## config.mk

```make
export PLATFORM = sky130hd
export DESIGN_NAME = bds_supervisor
export DESIGN_NICKNAME = d
export VERILOG_FILES = /design/src/rtl/bds_pkg.sv /design/src/rtl/bds_supervisor.sv
export SDC_FILE = /design/constraint.sdc
export NUM_CORES = 1
export LEC_CHECK = 0
export ABC_AREA = 1
export ABC_CLOCK_PERIOD_IN_PS = 1900
export BUFFER_PORTS_ARGS = -buffer_cell sky130_fd_sc_hd__buf_2
export CAP_MARGIN = 20
export CORE_AREA = 2 2 138 140
export CTS_CLUSTER_DIAMETER = 30
export CTS_CLUSTER_SIZE = 24
export DETAILED_ROUTE_END_ITERATION = 8
export DIE_AREA = 0 0 140 142
export REMOVE_ABC_BUFFERS = 1
export SETUP_SLACK_MARGIN = 0.3
export SKIP_LAST_GASP = 1
export SLEW_MARGIN = 0
export SYNTH_ARGS = -nofsm -noshare
export SYNTH_HDL_FRONTEND = slang
export SYNTH_SLANG_ARGS = --single-unit
```

## constraint.sdc

```tcl
create_clock -name mclk -period 1.9 [get_ports mclk]
set_clock_uncertainty 0.15 [all_clocks]
set_input_delay 0.19 -clock mclk [delete_from_list [all_inputs] [get_ports mclk]]
set_output_delay 0.19 -clock mclk [all_outputs]
set_load 0.05 [all_outputs]
```

## src/rtl/bds_pkg.sv

```systemverilog
// Package for the brushless drive supervisor: states, fault flags, setup.
package bds_pkg;

    typedef enum {
        ST_INIT_CFG,
        ST_INIT_START,
        ST_STOP,
        ST_ENABLE,
        ST_RUN,
        ST_DISABLE,
        ST_MOTOR_FAULT,
        ST_GLOBAL_FAULT
    } bds_state_t;

    // Sticky fault flags
    typedef struct packed {
        logic overcurrent;
        logic microcode_exception;
        logic illegal_instruction;
        logic code_memory_check;
    } bds_faults_t;

    // Global exception sources
    typedef struct packed {
        logic flag_microcode_exception;
        logic flag_illegal_instruction;
        logic code_memory_check;
    } bds_gexc_t;

    // Static coprocessor configuration driven out during initialisation
    typedef struct packed {
        logic [1:0] filter_mode;
        logic [7:0] filter_div;
        logic [7:0] tb_fast_div;
        logic [7:0] tb_fast_presc;
        logic [7:0] tb_slow_div;
        logic [7:0] tb_slow_presc;
        logic [4:0] ch_hall_a;
        logic [4:0] ch_hall_b;
        logic [4:0] ch_hall_c;
        logic [4:0] ch_fault_in;
        logic [4:0] ch_speed_ctl;
        logic [4:0] ch_pwm_master;
        logic [4:0] ch_pwm_a;
        logic [4:0] ch_pwm_b;
        logic [4:0] ch_pwm_c;
        logic [4:0] ch_pwm_a_n;
        logic [4:0] ch_pwm_b_n;
        logic [4:0] ch_pwm_c_n;
        logic fault_prio_high;
        logic compl_pairs;
        logic [15:0] pwm_freq_hz;
        logic [15:0] dead_time_ns;
        logic [15:0] speed_range_rpm;
        logic [15:0] speed_min_rpm;
        logic [3:0] pole_pairs;
        logic [15:0] sc_freq_hz;
        logic [23:0] sc_p_gain;
        logic [23:0] sc_i_gain;
        logic [15:0] ramp_up_ms;
        logic [15:0] ramp_down_ms;
    } bds_cfg_t;

    localparam logic [1:0] FILTER_THREE_SAMPLE = 2'h1;
    localparam logic [7:0] FILTER_CLK_DIV = 8'h20;
    localparam logic [7:0] TB_FAST_DIV = 8'h02;
    localparam logic [7:0] TB_FAST_PRESC = 8'h01;
    localparam logic [7:0] TB_SLOW_DIV = 8'h08;
    localparam logic [7:0] TB_SLOW_PRESC = 8'h0c;
    localparam logic [4:0] CH_HALL_A = 5'h01;
    localparam logic [4:0] CH_HALL_B = 5'h02;
    localparam logic [4:0] CH_HALL_C = 5'h03;
    localparam logic [4:0] CH_FAULT_IN = 5'h04;
    localparam logic [4:0] CH_SPEED_CTL = 5'h05;
    localparam logic [4:0] CH_PWM_MASTER = 5'h07;
    localparam logic [4:0] CH_PWM_A = 5'h08;
    localparam logic [4:0] CH_PWM_B = 5'h0a;
    localparam logic [4:0] CH_PWM_C = 5'h0c;
    localparam logic [4:0] CH_COMPL_STEP = 5'h01;
    localparam logic [15:0] PWM_FREQ_HZ = 16'h4e20;      // 20 kHz
    localparam logic [15:0] DEAD_TIME_NS = 16'h03e8;     // 1 us
    localparam logic [15:0] SPEED_RANGE_RPM = 16'h36b0;  // 14000
    localparam logic [15:0] SPEED_MIN_RPM = 16'h012c;    // 300
    localparam logic [3:0] POLE_PAIRS = 4'h4;
    localparam logic [15:0] SC_FREQ_HZ = 16'h2710;       // 10 kHz
    localparam logic [23:0] SC_P_GAIN = 24'h004000;
    localparam logic [23:0] SC_I_GAIN = 24'h000100;
    localparam logic [15:0] RAMP_MS = 16'h07d0;          // 2 s

    // Filter and timebase figures at the 75 MHz reference clock
    localparam int FILTER_REJECT_NS = 853;
    localparam int FILTER_PASS_NS = 1280;
    localparam int TB_FAST_KHZ = 37500;
    localparam int TB_SLOW_HZ = 781250;

    // Supervisor clock
    localparam int MCLK_PERIOD_NS = 4;

endpackage

```

## src/rtl/bds_supervisor.sv

```systemverilog
// Brushless drive supervisor: state machine, fault handling, setup outputs.
// How it works
// - After reset initialise, then stop if switch off, else motor fault.
// - Stop and run are joined only through enabling or disabling states.
// - Over-current forces motor fault; switch off returns to stop.
// - Global exception forces global fault; switch off re-initialises.
// - Over-current: clear speed, PWM off, fault lamp on, fault state, flag.
// - Any of three exception sources raises global fault; matching flag set.
// - Global exception: clear speed, PWM off, global fault; lamp keeps its value.
// - Transient initialisation configures, starts link and coprocessor, branches.
// - PWM master on channel 7 pulses once per PWM period.
// - Over-current enters on channel 4, high priority general input.
// - Hall filters: three samples, clock divided by 32.
// - Fast timebase: clock divided by 2, prescaler 1.
// - Slow timebase: clock divided by 8, prescaler 12.
// - Hall 1-3, speed 5, master 7, phases A-C on 8, 10, 12.
// - Complementary pairs at 20 kHz with 1 us dead time.
// - Speed from revolution period, 4 pole pairs, 14000 range, 300 minimum.
// - PI at 10 kHz, gains 0x004000 and 0x000100 scaled by 2^-15.
// - Speed ramps take 2 s up and 2 s down.
// - Interrupt enables and output disables first, then timebases enabled.
// - Periodic tick samples switch and advances the state machine.
// - Enabling clears speed, enables PWM, arms fault edge on success.
// - Disabling clears speed, disables PWM, stops only on success.
// - Complementary output sits one channel above its base channel.
`timescale 1ns/1ps

module bds_supervisor
    import bds_pkg::*;
(
    // Clock and reset
    input wire logic mclk,
    input wire logic rst_n,
    // Operator controls
    input wire logic switch_on,
    input wire logic tick,
    input wire logic [15:0] speed_set_rpm,
    // Fault sources
    input wire logic overcurrent_in,
    input wire bds_gexc_t gexc_in,
    // Coprocessor handshakes
    input wire logic pwm_period_in,
    input wire logic pwm_ack,
    input wire logic pwm_ok,
    input wire logic cfg_done,
    // Drive outputs
    output bds_state_t state_q,
    output logic pwm_en_q,
    output logic pwm_req_q,
    output logic [15:0] speed_req_q,
    output logic fault_led_q,
    output logic fault_arm_q,
    output bds_faults_t faults_q,
    // Coprocessor setup and start
    output bds_cfg_t cfg_q,
    output logic cfg_load_q,
    output logic link_init_q,
    output logic irq_cfg_q,
    output logic tb_en_q,
    output logic sample_q
);

    logic switch_q;
    logic oc_evt;
    logic ge_evt;
    logic start_step_q;

    // Outside initialisation the switch is only looked at on the tick, like the periodic task
    always_ff @(posedge mclk) begin
        if (!rst_n) begin
            switch_q <= 1'b0;
        end else if (tick) begin
            switch_q <= switch_on;
        end
    end

    // The fault input is armed only in run and the first disabling cycle, so it cannot trip stop
    assign oc_evt = overcurrent_in && fault_arm_q;
    assign ge_evt = |gexc_in;

    // Main state machine
    always_ff @(posedge mclk) begin
        if (!rst_n) begin
            state_q <= ST_INIT_CFG;
        end else if (ge_evt) begin
            state_q <= ST_GLOBAL_FAULT;
        end else if (oc_evt && state_q != ST_GLOBAL_FAULT) begin
            state_q <= ST_MOTOR_FAULT;
        end else begin
            case (state_q)
                ST_INIT_CFG: begin
                    if (cfg_done) begin
                        state_q <= ST_INIT_START;
                    end
                end
                ST_INIT_START: begin
                    if (start_step_q) begin
                        state_q <= switch_on ? ST_MOTOR_FAULT : ST_STOP;
                    end
                end
                ST_STOP: begin
                    if (tick && switch_q) begin
                        state_q <= ST_ENABLE;
                    end
                end
                ST_ENABLE: begin
                    if (pwm_ack && pwm_ok) begin
                        state_q <= ST_RUN;
                    end
                end
                ST_RUN: begin
                    if (tick && !switch_q) begin
                        state_q <= ST_DISABLE;
                    end
                end
                ST_DISABLE: begin
                    if (pwm_ack && pwm_ok) begin
                        state_q <= ST_STOP;
                    end
                end
                ST_MOTOR_FAULT: begin
                    if (tick && !switch_q) begin
                        state_q <= ST_STOP;
                    end
                end
                ST_GLOBAL_FAULT: begin
                    if (tick && !switch_q) begin
                        state_q <= ST_INIT_CFG;
                    end
                end
                default: begin
                    state_q <= ST_INIT_CFG;
                end
            endcase
        end
    end

    // Start order: interrupt and output-disable setup, then timebases
    always_ff @(posedge mclk) begin
        if (!rst_n) begin
            irq_cfg_q <= 1'b0;
            tb_en_q <= 1'b0;
            start_step_q <= 1'b0;
        end else if (state_q == ST_INIT_CFG) begin
            irq_cfg_q <= 1'b0;
            tb_en_q <= 1'b0;
            start_step_q <= 1'b0;
        end else if (state_q == ST_INIT_START) begin
            irq_cfg_q <= 1'b1;
            start_step_q <= irq_cfg_q;
            tb_en_q <= irq_cfg_q;
        end
    end

    // Configuration loaded once per initialisation
    always_ff @(posedge mclk) begin
        if (!rst_n) begin
            cfg_load_q <= 1'b0;
            link_init_q <= 1'b0;
        end else begin
            cfg_load_q <= (state_q == ST_INIT_CFG) && !cfg_done;
            link_init_q <= (state_q == ST_INIT_CFG) && cfg_done;
        end
    end

    // Speed request and PWM control
    always_ff @(posedge mclk) begin
        if (!rst_n) begin
            speed_req_q <= '0;
            pwm_en_q <= 1'b0;
            pwm_req_q <= 1'b0;
        end else if (ge_evt) begin
            speed_req_q <= '0;
            pwm_en_q <= 1'b0;
            pwm_req_q <= 1'b0;
        end else if (oc_evt) begin
            speed_req_q <= '0;
            pwm_en_q <= 1'b0;
            pwm_req_q <= 1'b0;
        end else begin
            case (state_q)
                ST_ENABLE: begin
                    speed_req_q <= '0;
                    pwm_req_q <= !pwm_ack;
                    if (pwm_ack && pwm_ok) begin
                        pwm_en_q <= 1'b1;
                    end
                end
                ST_DISABLE: begin
                    speed_req_q <= '0;
                    pwm_req_q <= !pwm_ack;
                    if (pwm_ack && pwm_ok) begin
                        pwm_en_q <= 1'b0;
                    end
                end
                ST_RUN: begin
                    pwm_req_q <= 1'b0;
                    if (tick) begin
                        speed_req_q <= speed_set_rpm;
                    end
                end
                default: begin
                    pwm_req_q <= 1'b0;
                    speed_req_q <= '0;
                end
            endcase
        end
    end

    // Fault input armed for rising edge after a good enable
    always_ff @(posedge mclk) begin
        if (!rst_n) begin
            fault_arm_q <= 1'b0;
        end else if (ge_evt || oc_evt || state_q == ST_DISABLE) begin
            fault_arm_q <= 1'b0;
        end else if (state_q == ST_ENABLE && pwm_ack && pwm_ok) begin
            fault_arm_q <= 1'b1;
        end
    end

    // Fault lamp and sticky flags; cleared on leaving the fault by switch
    always_ff @(posedge mclk) begin
        if (!rst_n) begin
            fault_led_q <= 1'b0;
            faults_q <= '0;
        end else begin
            if (oc_evt && !ge_evt) begin
                fault_led_q <= 1'b1;
                faults_q.overcurrent <= 1'b1;
            end else if (!ge_evt && state_q == ST_MOTOR_FAULT && tick
                    && !switch_q) begin
                // A global exception on the exit tick keeps lamp and flag
                fault_led_q <= 1'b0;
                faults_q.overcurrent <= 1'b0;
            end
            if (ge_evt) begin
                faults_q.microcode_exception <=
                    gexc_in.flag_microcode_exception;
                faults_q.illegal_instruction <=
                    gexc_in.flag_illegal_instruction;
                faults_q.code_memory_check <= gexc_in.code_memory_check;
            end else if (state_q == ST_GLOBAL_FAULT && tick && !switch_q) begin
                faults_q.microcode_exception <= 1'b0;
                faults_q.illegal_instruction <= 1'b0;
                faults_q.code_memory_check <= 1'b0;
            end
        end
    end

    // Sampling strobe once per PWM period from the master channel
    always_ff @(posedge mclk) begin
        if (!rst_n) begin
            sample_q <= 1'b0;
        end else begin
            sample_q <= pwm_period_in;
        end
    end

    // Fixed coprocessor setup
    always_ff @(posedge mclk) begin
        if (!rst_n) begin
            cfg_q <= '0;
        end else begin
            cfg_q.filter_mode <= FILTER_THREE_SAMPLE;
            cfg_q.filter_div <= FILTER_CLK_DIV;
            cfg_q.tb_fast_div <= TB_FAST_DIV;
            cfg_q.tb_fast_presc <= TB_FAST_PRESC;
            cfg_q.tb_slow_div <= TB_SLOW_DIV;
            cfg_q.tb_slow_presc <= TB_SLOW_PRESC;
            cfg_q.ch_hall_a <= CH_HALL_A;
            cfg_q.ch_hall_b <= CH_HALL_B;
            cfg_q.ch_hall_c <= CH_HALL_C;
            cfg_q.ch_fault_in <= CH_FAULT_IN;
            cfg_q.fault_prio_high <= 1'b1;
            cfg_q.ch_speed_ctl <= CH_SPEED_CTL;
            cfg_q.ch_pwm_master <= CH_PWM_MASTER;
            cfg_q.ch_pwm_a <= CH_PWM_A;
            cfg_q.ch_pwm_b <= CH_PWM_B;
            cfg_q.ch_pwm_c <= CH_PWM_C;
            cfg_q.ch_pwm_a_n <= CH_PWM_A + CH_COMPL_STEP;
            cfg_q.ch_pwm_b_n <= CH_PWM_B + CH_COMPL_STEP;
            cfg_q.ch_pwm_c_n <= CH_PWM_C + CH_COMPL_STEP;
            cfg_q.compl_pairs <= 1'b1;
            cfg_q.pwm_freq_hz <= PWM_FREQ_HZ;
            cfg_q.dead_time_ns <= DEAD_TIME_NS;
            cfg_q.speed_range_rpm <= SPEED_RANGE_RPM;
            cfg_q.speed_min_rpm <= SPEED_MIN_RPM;
            cfg_q.pole_pairs <= POLE_PAIRS;
            cfg_q.sc_freq_hz <= SC_FREQ_HZ;
            cfg_q.sc_p_gain <= SC_P_GAIN;
            cfg_q.sc_i_gain <= SC_I_GAIN;
            cfg_q.ramp_up_ms <= RAMP_MS;
            cfg_q.ramp_down_ms <= RAMP_MS;
        end
    end
endmodule

```

==> flow_results.org <==
** Flow run
- Count of maximum capacitance violations :: 0

** Floorplanning
- After floorplanning, the core was sized to cover 18500 µm².
- about 360 I/O pins were placed.
- The floorplan step defined a die boundary enclosing 19900 µm².
- Measured along the x axis, the die boundary spans 140 µm.
- The floorplan has 50 rows.
- Effective utilization at floorplan :: 0.196
- The die is 142 µm tall.

** Global routing
- Maximum number of pins on one net before global-route repair :: 75
- The first global-routing pass estimated 8.39 mm of wire.
- Via count of the first global-routing pass :: 1474
- In the global route stage, overall resource usage came out at 0.0563.
- Global routing finished with a remaining overflow of 0.
- Number of antenna violations at the first check in global routing :: 2

** Finish
- Final design area excluding fillers :: 3360 µm²
- Of the cells placed in the final design, the portion with a size suffix greater than 1 is 0.321.
- Fillers :: 2119
- Once layout is complete, the utilization of the core stands at 0.182.
- Syn-to-layout area delta :: -7.03%
- The net count of the finished layout is 573.
- Antenna diode instance count :: 0

** Pwr
- IR analysis of the VDD net gives a maximum drop of 0.273 mV.
- Power per standard cell area :: 923 nW/µm²
- P_leak :: around 0.0019 µW

** Timing
- On the final layout, the worst hold slack is 13.7 ps.
- The count of final hold-check violations was 0.
- The clock period could shrink to 1500 ps.
- Final clock period utilization by the worst path :: 0.790
- The number of pins exceeding their max-slew limit in the final report was 0.
- In the post-route analysis, the smallest setup slack over all paths is 398 ps.
- For the final routed database, the setup TNS stands at 0 ps.
- Setup violations remaining at the end of the flow were counted as 0.
- Timing would allow up to about 0.67 GHz.
- Setup repair after global routing could not meet its margin everywhere.

** Clocking
- CTS saw 33 sinks.
- At the later pin of the worst-skew pair, clock insertion delay measures 280 ps.
- Clk pin slew, worst setup/hold paths :: around 60 ps
- CTS tree :: yes
- Clk root buf :: sky130_fd_sc_hd__clkbuf_16
- The clock passes through at most 2 buffers.
- The number of setup buffers added after CTS is 0.
- Max H-tree Level :: 2
- Buffers inserted during clock tree synthesis total 5.

** Yosys
- Proportion of synthesized flip-flops having asynchronous set or reset :: 0
- Number of enable flip-flop cells after synthesis :: 0
- The share of synthesized area in the top cell type comes to 0.621.
- Sorting the synthesized cells by how often they occur yields sky130_fd_sc_hd__buf_4 (299), sky130_fd_sc_hd__nand2_1 (50), sky130_fd_sc_hd__dfxtp_1 (33).
- By area the synthesized netlist is led by sky130_fd_sc_hd__buf_4 (62%), sky130_fd_sc_hd__dfxtp_1 (18%), sky130_fd_sc_hd__nand2_1 (5.2%), sky130_fd_sc_hd__a21oi_2 (2.7%), sky130_fd_sc_hd__a21oi_1 (2.2%).
- The most used flip-flop cell after synthesis is sky130_fd_sc_hd__dfxtp_1.
- Netlist area before placement :: 3610 µm²
- Most frequently used cell type in the post-synthesis netlist :: sky130_fd_sc_hd__buf_4
- Yosys cell types :: 22
- Post-synthesis area per instance :: 7.54 µm²
- #FFs+latches synth :: 33
- For this run, the number of Yosys warnings is 0.
- Area leader, netlist :: sky130_fd_sc_hd__buf_4
- Sequential fraction of the synthesis area :: 0.183
- Count of mapped cells out of synthesis :: 479

** Setup path
- Critical Path Fanout Max :: 74
- Kind of end point of the critical path :: output port
- STA puts the critical path data required time at approximately 1600 ps.
- STA classifies the critical path startpoint as a register.
- Kind of critical path :: reg2out
- For the worst setup path, the data arrival time is about 1200 ps.

** Placement
- Quantity of I/O buffers inserted on ports :: approximately 130
- HPWL after DPL :: 5.55 mm
- At the placement stage, the worst setup path has a slack of 233 ps.
- Routability congestion estimate :: 0.681
- After detailed placement, the total cell area comes to 3180 µm².

** Detailed routing
- Number of detailed-route iterations in the first pass :: 9
- The count of nets left with antenna violations once routing finished came out at 0.
- The first routing iteration left 61 violations.
- Dividing the detail-routed wire length by the instance count gives 8.54 µm.
- DRC :: 21
- Using the TritonRoute via totals, the vias-per-cell ratio works out to ~2.8.
- The routed design has 6.66 mm of wire.
- The routed layout has roughly 2200 vias.

** Outcome
- The final reports fail on DRC.
- Run status :: finished with violations

** Hold path
- HP Class :: in2reg
cells by family (layout without fill, tap and decap cells):
logic type             after synthesis  after routing  share of synthesized area
AO/OA/AOI/OAI                       37             37                     0.0648
buffers and inverters              323            168                      0.648
AND/OR/NAND/NOR                     85             85                      0.103
flip-flops                          33             33                      0.183
other                                1            223                    0.00104
cell type report:
type,instances,area (µm²),area share
Multi-Input combinational cell,345,1450,0.432
Sequential cell,33,664,0.198
Tap cell,234,293,0.0872
Clock inverter,3,17.5,0.00522
Inverter,21,78.8,0.0235
Clock buffer,5,125,0.0373
Timing Repair Buffer,139,728,0.217
through the flow:
| stage | cells | total power [µW] |
|---|---|---|
| after floorplan | 399 | 2060 |
| after global placement | 770 | 2300 |
| after detailed placement | 770 | 2310 |
| after CTS | 780 | 3140 |
| after global routing | 780 | 3240 |
| final | 780 | 3100 |
critical path, stage by stage (launching register included):
cell and delay [ps]:
sky130_fd_sc_hd__dfxtp_1 350, sky130_fd_sc_hd__buf_12 220, sky130_fd_sc_hd__buf_2 300
layer usage:
layer	wire length, µm	up-vias	track usage
met4	36	4	0.0159
met3	711	6	0.0229
met2	3410	158	0.0946
met1	2480	942	0.0666
met5	30	-	0
li1	-	1080	-
registers in the layout (all words and copies together), names as in the netlist:
name,count
speed_req_q,16
faults_q,4
state_q,3
cfg_load_q,1
cfg_q,1
fault_arm_q,1
irq_cfg_q,1
link_init_q,1
pwm_en_q,1
pwm_req_q,1
sample_q,1
start_step_q,1
switch_q,1
placed cells by master (no fill, tap or decap), types with 5 or more instances in the layout:
master / n
sky130_fd_sc_hd__dfxtp_1: 30
sky130_fd_sc_hd__conb_1: 223
sky130_fd_sc_hd__a21oi_2: 12
sky130_fd_sc_hd__clkbuf_16: 5
sky130_fd_sc_hd__buf_2: 133
sky130_fd_sc_hd__nand3_1: 8
sky130_fd_sc_hd__inv_1: 15
sky130_fd_sc_hd__nor2_1: 17
sky130_fd_sc_hd__inv_2: 6
sky130_fd_sc_hd__a21oi_1: 15
sky130_fd_sc_hd__nand2_1: 50
worst paths after layout:
| kind | from | to | slack, ps | cells past startpoint |
|---|---|---|---|---|
| worst max-delay path | cfg_q[172] | cfg_q[159] | 400 | 2 |
| worst min-delay path | speed_set_rpm[9] | speed_req_q[9] | 10 | 3 |
| worst max register to register | state_q[1] | state_q[1] | 450 | 5 |
| worst min register to register | speed_req_q[6] | speed_req_q[6] | 310 | 2 |
power breakdown:
group          switching, µW  total (µW)  internal, µW
Sequential              19.8         730           711
Clock                    318         798           480
Combinational           1450        1570           124
repair_timing:
action / CTS / global route
setup endpoints to repair: 0 / 20
gates resized for setup: 0 / 5
hold endpoints to repair: 2 / 0
hold buffers: 2 / 0
Power figures use the tool's default switching activity.
